## src/rtl/phy_mgmt_pkg.sv

```systemverilog
/*
 package of the indicator-behaviour and page-select register block:
 indices, field positions, reset values, page codes and timing counts.
 assumes a 100 MHz management clock.
*/
package phy_mgmt_pkg;
    localparam int IDX_W = 5;
    localparam int DATA_W = 16;
    localparam int CNT_W = 14;
    localparam int RATE_W = 2;
    localparam int NUM_IND = 4;
    // register indices; the byte address is four times the index
    localparam logic [4:0] IDX_BEHAVIOR = 5'h1E;
    localparam logic [4:0] IDX_PAGE_SEL = 5'h1F;
    localparam logic [4:0] IDX_LOW_LAST = 5'h0F;
    localparam logic [4:0] IDX_EXT_FIRST = 5'h10;
    localparam logic [4:0] IDX_GOOD_CNT = 5'h12;
    localparam logic [4:0] IDX_XOVER = 5'h13;
    localparam logic [4:0] IDX_CTRL3 = 5'h14;
    localparam logic [4:0] IDX_CTRL4 = 5'h17;
    localparam logic [4:0] IDX_DIAG_FIRST = 5'h18;
    localparam logic [4:0] IDX_DIAG_LAST = 5'h1A;
    localparam logic [4:0] IDX_GEN_FIRST = 5'h1D;
    // page codes
    localparam logic [15:0] PAGE_MAIN = 16'h0000;
    localparam logic [15:0] PAGE_EXT1 = 16'h0001;
    localparam logic [15:0] PAGE_EXT2 = 16'h0002;
    localparam logic [15:0] PAGE_RESET = 16'h0000;
    // indicator-behaviour fields
    localparam int BEH_ACT_SEL_BIT = 14;
    localparam int BEH_PULSE_BIT = 12;
    localparam int BEH_RATE_LSB = 10;
    localparam int BEH_STRETCH_LSB = 5;
    localparam int BEH_COMB_LSB = 0;
    localparam logic [15:0] BEH_WMASK = 16'h5DEF;
    localparam logic [15:0] BEH_RESET = 16'h0400;
    localparam int CNT_ACTIVE_BIT = 15;
    // timing: the slowest stretch is sixteen base ticks
    localparam longint CLK_HZ = 100000000;
    localparam longint SLOW_STRETCH_MS = 400;
    localparam longint SLOW_STRETCH_TICKS = 16;
    localparam longint TICK_CYCLES_DEF =
        CLK_HZ / 1000 * SLOW_STRETCH_MS / SLOW_STRETCH_TICKS;
    localparam int TICK_W = 24;
    typedef enum logic [2:0] {
        TGT_MAIN, TGT_PAGE, TGT_BEHAV, TGT_EXT1, TGT_EXT2, TGT_CNT, TGT_NONE
    } target_t;
endpackage

```

## src/rtl/page_map_if.sv

```systemverilog
/*
 carrier between the register front end and the page decoder.
 assumes phy_mgmt_pkg is compiled first.
*/
`timescale 1ns/1ns
`default_nettype none
interface page_map_if;
    import phy_mgmt_pkg::*;
    logic [4:0] index;
    logic [15:0] page;
    target_t target;
    logic [3:0] slot;
    modport dec (input index, input page, output target, output slot);
    modport req (output index, output page, input target, input slot);
endinterface
`default_nettype wire

```

## src/rtl/page_decode.sv

```systemverilog
/*
 maps a register index and the current page onto a storage target.
 purely combinational; assumes the page word comes from a flip-flop.
*/
`timescale 1ns/1ns
`default_nettype none
module page_decode
    import phy_mgmt_pkg::*;
(
    page_map_if.dec m
);
    // index 31 is the same page-select word on every page
    always_comb begin
        m.slot = 4'(m.index - IDX_EXT_FIRST);
        if (m.index == IDX_PAGE_SEL) begin
            m.target = TGT_PAGE;
        end else if (m.index <= IDX_LOW_LAST) begin
            m.target = TGT_MAIN;
        end else if (m.page == PAGE_MAIN) begin
            m.target = (m.index == IDX_BEHAVIOR) ? TGT_BEHAV : TGT_MAIN;
        end else if (m.page == PAGE_EXT1) begin
            case (m.index)
                IDX_GOOD_CNT: m.target = TGT_CNT;
                IDX_XOVER, IDX_CTRL3, IDX_CTRL4: m.target = TGT_EXT1;
                default: begin
                    if ((m.index >= IDX_DIAG_FIRST &&
                         m.index <= IDX_DIAG_LAST) ||
                        m.index >= IDX_GEN_FIRST) begin
                        m.target = TGT_EXT1;
                    end else begin
                        m.target = TGT_NONE;
                    end
                end
            endcase
        end else if (m.page == PAGE_EXT2) begin
            m.target = TGT_EXT2;
        end else begin
            m.target = TGT_NONE; // reserved page codes reach nothing
        end
    end
endmodule
`default_nettype wire

```

## src/rtl/indicator_drive.sv

```systemverilog
/*
 one indicator output: blink or pulse-stretch of the event on top of the
 base state, or the base state alone. assumes tick and phase from the top.
*/
`timescale 1ns/1ns
`default_nettype none
module indicator_drive (
    input wire logic pclk,
    input wire logic presetn,
    input wire logic ce,
    input wire logic tick,
    input wire logic blink_phase,
    input wire logic [5:0] stretch_len,
    input wire logic base,
    input wire logic event_in,
    input wire logic stretch_en,
    input wire logic comb_dis,
    output logic out_q
);
    logic [5:0] left_q;
    logic shown;

    // restart on every event so a busy line stays lit
    always_ff @(posedge pclk or negedge presetn) begin
        if (!presetn) begin
            left_q <= 6'h00;
        end else if (ce) begin
            if (event_in) begin
                left_q <= stretch_len;
            end else if (tick && left_q != 6'h00) begin
                left_q <= left_q - 6'h01;
            end
        end
    end

    always_comb begin
        shown = stretch_en ? (left_q != 6'h00) : (event_in & blink_phase);
    end

    // the event toggles the base level so it shows with link up or down
    always_ff @(posedge pclk or negedge presetn) begin
        if (!presetn) begin
            out_q <= 1'b0;
        end else if (ce) begin
            out_q <= comb_dis ? base : (base ^ shown);
        end
    end
endmodule
`default_nettype wire

```

## src/rtl/phy_led_page_regs.sv

```systemverilog
/*
 management register block of the phy: indicator-behaviour register,
 page-select register and the paged register space behind it, on apb.
 assumes an apb master on pclk, and line status inputs synchronous
 to pclk. ce low freezes all state and holds pready low.
*/
`timescale 1ns/1ns
`default_nettype none
module phy_led_page_regs
    import phy_mgmt_pkg::*;
#(
    parameter int ADDR_W = 8,
    parameter longint TICK_CYCLES = TICK_CYCLES_DEF
) (
    input wire logic pclk,
    input wire logic presetn,
    input wire logic ce,
    input wire logic psel,
    input wire logic penable,
    input wire logic pwrite,
    input wire logic [ADDR_W-1:0] paddr,
    input wire logic [31:0] pwdata,
    output logic [31:0] prdata,
    output logic pready,
    output logic pslverr,
    input wire logic link_up,
    input wire logic activity,
    input wire logic full_duplex,
    input wire logic collision,
    input wire logic good_packet,
    output logic indicator_out_0,
    output logic indicator_out_1,
    output logic indicator_out_2,
    output logic indicator_out_3,
    output logic activity_select,
    output logic pulsing_enable,
    output logic [15:0] page_select
);
    localparam logic [TICK_W-1:0] TICK_LAST =
        TICK_W'(TICK_CYCLES - 1);

    // refuse address widths outside 7..32 and tick counts the divider cannot hold
    if (ADDR_W < 7 || ADDR_W > 32) begin : g_bad_addr
        $error("ADDR_W must lie in 7..32");
    end
    if (TICK_CYCLES < 1 || TICK_CYCLES > (1 << TICK_W)) begin : g_bad_tick
        $error("TICK_CYCLES out of range");
    end

    // half blink period in base ticks; stretch is twice this
    function automatic logic [4:0] half_ticks(input logic [1:0] rate);
        half_ticks = 5'h08 >> rate;
    endfunction

    // flag a byte address that is not word aligned or lies above the map
    function automatic logic addr_bad(input logic [ADDR_W-1:0] a);
        addr_bad = (a[1:0] != 2'h0) || ((a >> 7) != '0);
    endfunction

    logic [15:0] behav_q;
    logic [15:0] page_q;
    logic [15:0] main_q [0:29];
    logic [15:0] ext1_q [0:14];
    logic [15:0] ext2_q [0:14];
    logic cnt_active_q;
    logic [CNT_W-1:0] cnt_q;
    logic [31:0] rdata_q;
    logic err_q;
    logic held_q;
    logic [TICK_W-1:0] tick_cnt_q;
    logic tick;
    logic [4:0] phase_cnt_q;
    logic blink_phase_q;
    logic [4:0] half_len;
    logic [5:0] stretch_len;
    logic [1:0] rate;
    logic [4:0] index;
    logic bad;
    logic setup;
    logic done;
    logic wr;
    logic rd;
    logic [15:0] wdata;
    logic [15:0] rword;
    logic [NUM_IND-1:0] base_vec;
    logic [NUM_IND-1:0] event_vec;
    logic [NUM_IND-1:0] ind_q;

    page_map_if pm ();

    page_decode u_decode (
        .m(pm)
    );

    // apb request decode
    always_comb begin
        index = paddr[6:2];
        bad = addr_bad(paddr);
        wdata = pwdata[15:0];
        setup = psel && ce && !held_q;
        done = psel && penable && pready;
        wr = done && pwrite && !err_q;
        rd = done && !pwrite && !err_q;
        pm.index = index;
        pm.page = page_q;
    end

    // answer only once read data has been caught; ce low stalls it
    assign pready = psel && penable && ce && held_q;
    assign pslverr = err_q;
    assign prdata = rdata_q;

    // read mux by decoded target
    always_comb begin
        rword = 16'h0000;
        case (pm.target)
            TGT_MAIN: rword = main_q[index];
            TGT_PAGE: rword = page_q;
            TGT_BEHAV: rword = behav_q & BEH_WMASK;
            TGT_EXT1: rword = ext1_q[pm.slot];
            TGT_EXT2: rword = ext2_q[pm.slot];
            TGT_CNT: rword = {cnt_active_q, 1'b0, cnt_q};
            TGT_NONE: rword = 16'h0000;
            default: rword = 16'h0000;
        endcase
    end

    // read data, error and hold flag are caught in the first ce cycle
    always_ff @(posedge pclk or negedge presetn) begin
        if (!presetn) begin
            rdata_q <= 32'h00000000;
            err_q <= 1'b0;
            held_q <= 1'b0;
        end else if (ce) begin
            if (done) begin
                held_q <= 1'b0;
            end else if (setup) begin
                held_q <= 1'b1;
                err_q <= bad;
                rdata_q <= bad ? 32'h00000000 : {16'h0000, rword};
            end
        end
    end

    // indicator-behaviour register, reserved bits kept zero
    always_ff @(posedge pclk or negedge presetn) begin
        if (!presetn) begin
            behav_q <= BEH_RESET;
        end else if (ce) begin
            if (wr && pm.target == TGT_BEHAV) begin
                behav_q <= wdata & BEH_WMASK;
            end
        end
    end

    // page-select word; other codes are stored but reach nothing
    always_ff @(posedge pclk or negedge presetn) begin
        if (!presetn) begin
            page_q <= PAGE_RESET;
        end else if (ce) begin
            if (wr && pm.target == TGT_PAGE) begin
                page_q <= wdata;
            end
        end
    end

    // main-page words other than the behaviour register
    always_ff @(posedge pclk or negedge presetn) begin
        if (!presetn) begin
            for (int i = 0; i < 30; i++) begin
                main_q[i] <= 16'h0000;
            end
        end else if (ce) begin
            if (wr && pm.target == TGT_MAIN) begin
                main_q[index] <= wdata;
            end
        end
    end

    // extended page one control words
    always_ff @(posedge pclk or negedge presetn) begin
        if (!presetn) begin
            for (int i = 0; i < 15; i++) begin
                ext1_q[i] <= 16'h0000;
            end
        end else if (ce) begin
            if (wr && pm.target == TGT_EXT1) begin
                ext1_q[pm.slot] <= wdata;
            end
        end
    end

    // extended page two words
    always_ff @(posedge pclk or negedge presetn) begin
        if (!presetn) begin
            for (int i = 0; i < 15; i++) begin
                ext2_q[i] <= 16'h0000;
            end
        end else if (ce) begin
            if (wr && pm.target == TGT_EXT2) begin
                ext2_q[pm.slot] <= wdata;
            end
        end
    end

    // good-packet counter clears on read; a packet in the read cycle
    // starts the new count; one that lands after the count is caught and before the read completes is lost
    always_ff @(posedge pclk or negedge presetn) begin
        if (!presetn) begin
            cnt_q <= '0;
            cnt_active_q <= 1'b0;
        end else if (ce) begin
            if (rd && pm.target == TGT_CNT) begin
                cnt_q <= good_packet ? CNT_W'(1) : '0;
                cnt_active_q <= good_packet;
            end else if (good_packet) begin
                if (cnt_q != '1) begin
                    cnt_q <= cnt_q + CNT_W'(1); // saturates, no wrap
                end
                cnt_active_q <= 1'b1;
            end
        end
    end

    // base tick divider
    always_ff @(posedge pclk or negedge presetn) begin
        if (!presetn) begin
            tick_cnt_q <= '0;
        end else if (ce) begin
            tick_cnt_q <= tick ? '0 : tick_cnt_q + TICK_W'(1);
        end
    end
    assign tick = (tick_cnt_q == TICK_LAST);

    always_comb begin
        rate = behav_q[BEH_RATE_LSB +: RATE_W];
        half_len = half_ticks(rate);
        stretch_len = {half_ticks(rate), 1'b0};
    end

    // blink phase toggles every half period; a rate change that lands
    // below the running count restarts the half period at the next tick
    always_ff @(posedge pclk or negedge presetn) begin
        if (!presetn) begin
            phase_cnt_q <= 5'h00;
            blink_phase_q <= 1'b0;
        end else if (ce && tick) begin
            if (phase_cnt_q + 5'h01 >= half_len) begin
                phase_cnt_q <= 5'h00;
                blink_phase_q <= ~blink_phase_q;
            end else begin
                phase_cnt_q <= phase_cnt_q + 5'h01;
            end
        end
    end

    // outputs 0..2 show link with activity, output 3 duplex with collision
    always_comb begin
        base_vec = {full_duplex, link_up, link_up, link_up};
        event_vec = {collision, activity, activity, activity};
    end

    for (genvar g = 0; g < NUM_IND; g++) begin : g_ind
        indicator_drive u_drive (
            .pclk(pclk),
            .presetn(presetn),
            .ce(ce),
            .tick(tick),
            .blink_phase(blink_phase_q),
            .stretch_len(stretch_len),
            .base(base_vec[g]),
            .event_in(event_vec[g]),
            .stretch_en(behav_q[BEH_STRETCH_LSB + g]),
            .comb_dis(behav_q[BEH_COMB_LSB + g]),
            .out_q(ind_q[g])
        );
    end

    assign indicator_out_0 = ind_q[0];
    assign indicator_out_1 = ind_q[1];
    assign indicator_out_2 = ind_q[2];
    assign indicator_out_3 = ind_q[3];
    assign activity_select = behav_q[BEH_ACT_SEL_BIT];
    assign pulsing_enable = behav_q[BEH_PULSE_BIT];
    assign page_select = page_q;
endmodule
`default_nettype wire

```

## config.mk

```make
export PLATFORM = sky130hd
export DESIGN_NAME = phy_led_page_regs
export DESIGN_NICKNAME = d
export VERILOG_FILES = /design/src/rtl/phy_mgmt_pkg.sv /design/src/rtl/page_map_if.sv /design/src/rtl/page_decode.sv /design/src/rtl/indicator_drive.sv /design/src/rtl/phy_led_page_regs.sv
export SDC_FILE = /design/constraint.sdc
export NUM_CORES = 2
export LEC_CHECK = 0
export BUFFER_PORTS_ARGS = -buffer_cell sky130_fd_sc_hd__clkbuf_2
export CAP_MARGIN = 20
export CORE_UTILIZATION = 57
export CTS_CLUSTER_DIAMETER = 50
export CTS_CLUSTER_SIZE = 8
export DETAILED_ROUTE_END_ITERATION = 10
export PLACE_DENSITY = 0.83
export SETUP_SLACK_MARGIN = 0.05
export SKIP_CTS_REPAIR_TIMING = 1
export SLEW_MARGIN = 20
export SYNTH_ARGS = -nofsm -noshare
export SYNTH_HDL_FRONTEND = slang
export SYNTH_SLANG_ARGS = --single-unit
```

## constraint.sdc

```tcl
create_clock -name pclk -period 3.4 [get_ports pclk]
set_input_delay 0.17 -clock pclk [delete_from_list [all_inputs] [get_ports pclk]]
set_output_delay 0.17 -clock pclk [all_outputs]
set_load 0.01 [all_outputs]
```

After elaboration in Yosys (flattened, before gate mapping)
Index checks and enable logic that the tools add are counted.
W data, S select, Z words.

cells by class
  mux-type cells = 52
  bitwise logic cells = 10
  eq/ne operators = 15
  shift-type cells = 1
  magnitude comparators = 9
  add/sub/neg operators = 8
  reduce and logical (&&, ||, !) cells = 58

operators with widths
  cell                     count
  $bwmux W240              2
  $bwmux W480              1
  $mux W16                 9
  $bmux W16 S4             2
  $pmux W16 S6             1
  $bmux W16 S5             1
  $demux W16 S5            1
  $demux W16 S4            1
  $mux W6                  8
  $mux W14                 3
  $eq A5 B5 Y1 const B     6
  $add A24 B1 Y24 const B  1
  $eq A24 B22 Y1 const B   1
  $logic_and A1 B1 Y1      24
  $mux W24                 1
  $reduce_and A2 Y1        12
  $reduce_bool A6 Y1       4
  $sub A6 B1 Y6 const B    4
  $eq A16 B1 Y1 const B    1
  $eq A16 B2 Y1 const B    1
  $logic_not A16 Y1        1
  $reduce_bool A2 Y1       8
  $ge A5 B5 Y1 const B     3
  $mux W3                  5
  28 further kinds         52

word-level totals
  flip-flop bits (word level) = 1,095
  bits of input ports = 51
  output and inout port bits = 56
  word-level logic and storage cells = 231

Logic depth before layout (Yosys ltp)
  depth in word-level cells = 13
  depth in mapped cells = 10
  depth with buffers taken out = 8

Modules after synthesis
From an unflattened synthesis, not the netlist that was laid out.

unflattened totals
  cells, all modules = 3,713
  area, all modules = 50,931.3 um^2

modules (own cells, without submodules)
  module             sequential area each (um^2)  cells an instance  instances  area an instance (um^2)
  phy_led_page_regs  26,301.5                     3,439              1          48,516.5
  indicator_drive    175.2                        61                 4          549.3
  page_decode        0.0                          30                 1          217.7

Worst setup path after synthesis
No wires, ideal clock.

  path kind = register to register
  from = register page_q[3] (netlist: page_select[3])
  to = register ext1_q[101] in the netlist's numbering
  cell stages (with the launch flop) = 7
  clock period less this slack = 2,829 ps
  data required time = 3,275 ps
  arrival time = 2,704 ps
  buffers on the path = 1
  slack = 571 ps
  path through = dfrtp_1 or4_4 nor4_4 nand4_4 nor4_4 buf_4 mux2_2

between the ends
  cells in the longest elaborated chain, start to end = 9

ends and longest elaborated chain
  item                           line                      RTL
  start, declared                phy_led_page_regs.sv:61   logic [15:0] page_q;
  start signal, assigned         phy_led_page_regs.sv:162  page_q <= wdata;
  $eq A16 B2 Y1                  page_decode.sv:35         end else if (m.page == PAGE_EXT2) begin
  $mux W2                        page_decode.sv:35
  $mux W3                        page_decode.sv:21         end else if (m.page == PAGE_EXT1) begin
  $mux W3 *                      page_decode.sv:19         end else if (m.page == PAGE_MAIN) begin
  $mux W3 *                      page_decode.sv:17         end else if (m.index <= IDX_LOW_LAST) begin
  $mux W3 *                      page_decode.sv:15         if (m.index == IDX_PAGE_SEL) begin
  $eq A3 B2 Y1 *                 phy_led_page_regs.sv:187  if (wr && pm.target == TGT_EXT1) begin
  $logic_and A1 B1 Y1 *          phy_led_page_regs.sv:187
  $reduce_and A2 Y1 (no line) *  --
  end signal, assigned by index  phy_led_page_regs.sv:188  ext1_q[pm.slot] <= wdata;
  end, declared                  phy_led_page_regs.sv:63   logic [15:0] ext1_q [0:14];

Mark *: on every way between the ends. The rest lies on a longest branch, timed or not.
A chain may end at the register's enable or synchronous reset.

Final worst setup path
  from = register page_q[3] (netlist: page_select[3])
  to = register ext1_q[0] in the netlist's numbering

The elaborated chain is that of the path after synthesis.

==> metrics.txt <==
count leader, synth dfrtp_1; gpl congestion 0.917; drt initial violations about 2800; worst slew pin tran approximately 1.1 ns; startpoint types flip-flop; total grt overflow 0; CTS tree built; Core Region 85500 sq um; min cycle time layout 3.24 ns; largest net degree at the start of global routing about 110; Setup-failing EPs final 0; Slew headroom a little under a quarter; Tot Pwr around 29000 uW; Static Leak between 0.02 and 0.03 uW; pwr dens 515 nW/um^2; area leader, netlist dfrtp_1; critical path data required time approximately 4 ns; WP depth 6; CP Cell Sequence or4_4 > nor4_4 > nand4_4 > nor3_4 > nand3_2 > mux2_2; Routed WL about 130000 um; RSZ-0062 raised after global routing false; Ys Warns 0; final setup skew about 0.024 ns; H-Tree Depth 4; dpl cell area 51100 sq um; Top delay family on crit path simple AND/OR/NAND/NOR gates; arrival time worst endpoint approximately 3.9 ns; final hold violation count 0; Max Cap Viol 0; DRT antenna net count 0; via count 31000; Final Cycle Share 95.3%; mean routed wirelength per cell 27.4 um; Root Driver clkbuf_16; # IOs ~110; Total Routing Usage GR a little under a third; Fin Setup TNS 0 ns; Distinct cells, synth 77; initial antenna violation count 3; Setup crit end kind flip-flop; Hold WC Path Type primary input to async pin; Pre-Repair DR Iteration Count 7; met2 GRT Util between 40% and 50%; Worst Path Max Fanout 16; GR peak layer met2; synthesis-stage register bit count between 1000 and 1500; post-synth top area share 54.6%; largest cells by area after synthesis dfrtp_1 (55%), mux2_2 (20%), mux4_2 (9.1%); CTS clk-pin slew, worst paths 0.05 ns; Primary FF master, synth dfrtp_1; DIE HEIGHT 296 um; met1 usage 39.3%; met3 usage under 10%; FFs w/ async S/R, synth 100%; Post-synth EDFFs 0; Cell Area, Synth between 40000 and 50000 sq um; initial core utilization 57.8%; status complete, no violations; Crit path buffers/inverters 0; area delta synth->final 12.3%; post-layout util 64.8%; die width roughly 300 um; vias in the first global route 32900; clk_lat worst skew roughly 0.75 ns; number of port buffers 74; CP Class flip-flop to flip-flop; Fmax achieved 0.309 GHz; DR vias/cell ~6.5; DRC violation count after routing 0; CP max stage cell or4_4; max incr delay on CP just over 0.6 ns; Die Footprint between 80000 and 90000 sq um; Clock Path Buffers 3; final hold slack 0.0383 ns; CTS buffer count approximately 150; row count 107; IR drop worst, VDD 520 uV; Total Nets Final 3627; DPL Wire Length approximately 79000 um; syn avg cell area around 14 sq um; first-pass GRT wire length between 150000 and 200000 um; Post-Syn Instances approximately 3500; layout cells sized above 1 roughly 43%; Commonest cells post-synth dfrtp_1 (1078), mux2_2 (867), clkbuf_1 (267); sequential element share of the synthesized area ~55%; Final Slew Violations 0; Sink Count between 1000 and 1500; Worst R2R Path Depth 6; final instance area 55500 sq um
logic make-up after synthesis:
logic type,Yosys count,share of synthesized area (%)
multiplexers,1168,31.0
flip-flops,1079,54.6
AND/OR/NAND/NOR,484,5.28
buffers and inverters,439,3.74
AO/OA/AOI/OAI,312,4.18
XOR/XNOR,45,0.798
adder cells (fa/ha/maj),15,0.380
other,1,0.00759
cell type report:
cell class | count | area (sq um)
fill | 5683 | 30100
sequential | 1079 | 27000
multi-input combinational | 2040 | 20600
clock buffer | 168 | 3990
timing repair buffer | 255 | 2080
tap | 1144 | 1430
clock inverter | 14 | 196
inverter | 31 | 116
antenna | 5 | 12.5
path summary, 6_finish.rpt:
path | from | end | slack (ns)
worst max register to register | page_select[3] | ext1_q[0] | 0.16
max in group asynchronous | presetn | main_q[294] | 2.17
worst max-delay path | page_select[3] | ext1_q[0] | 0.16
worst min-delay path | presetn | g_ind[0].u_drive.left_q[3] | 0.04
min in group pclk | pwdata[15] | ext1_q[31] | 0.05
worst min register to register | ext1_q[197] | ext1_q[197] | 0.37
where the power goes:
group	switching (uW)	internal, uW
Clock	5460	8220
Sequential	204	13000
Combinational	1140	518
Total	6800	21800
flip-flops by register name, indices dropped and copies added (netlist names):
signal / cells
tick_cnt_q: 24
cnt_q: 14
ext1_q: 240
g_ind.u_drive.left_q: 24
page_select: 16
pslverr: 1
cnt_active_q: 1
ext2_q: 240
behav_q: 12
phase_cnt_q: 5
main_q: 480
g_ind.u_drive.out_q: 4
prdata: 16
held_q: 1
blink_phase_q: 1
layout by cell type, fill, tap and decap left out, types with 8 or more instances in the layout:
| master | n |
|---|---|
| nand2_1 | 133 |
| a211oi_1 | 13 |
| dfrtp_1 | 1078 |
| inv_1 | 30 |
| dlygate4sd3_1 | 13 |
| a32oi_1 | 20 |
| o211ai_1 | 29 |
| xnor2_1 | 17 |
| nor2_1 | 116 |
| ha_1 | 15 |
| nor2b_1 | 12 |
| buf_12 | 23 |
| nor2_4 | 9 |
| xor2_1 | 28 |
| nand2b_1 | 11 |
| clkbuf_2 | 69 |
| buf_4 | 145 |
| clkbuf_16 | 157 |
| a21oi_1 | 74 |
| mux4_2 | 200 |
| and3_1 | 12 |
| conb_1 | 16 |
| o21ai_0 | 55 |
| a22oi_1 | 43 |
| nand3_1 | 55 |
| o22ai_1 | 23 |
| nor4_4 | 10 |
| nor3_1 | 34 |
| nand4_1 | 24 |
| and2_1 | 8 |
| clkbuf_1 | 9 |
| mux2_1 | 22 |
| mux2i_1 | 79 |
| mux2_2 | 867 |
| o221ai_1 | 8 |
routing by layer:
metal | wire length (um) | share of wire (%)
met1 | 50000 | 39
met2 | 61500 | 47
met3 | 12100 | 9.4
met4 | 5920 | 4.6
met5 | 25 | 0.019
per-stage QoR:
step	setup slack, ns	std cells
4_1_cts	0.216	4718
2_1_floorplan	0.571	3558
6_report	0.159	4736
5_1_grt	0.0199	4731
3_3_place_gp	0.311	4536
3_5_place_dp	0.245	4536
(Power assumes the default switching activity.)
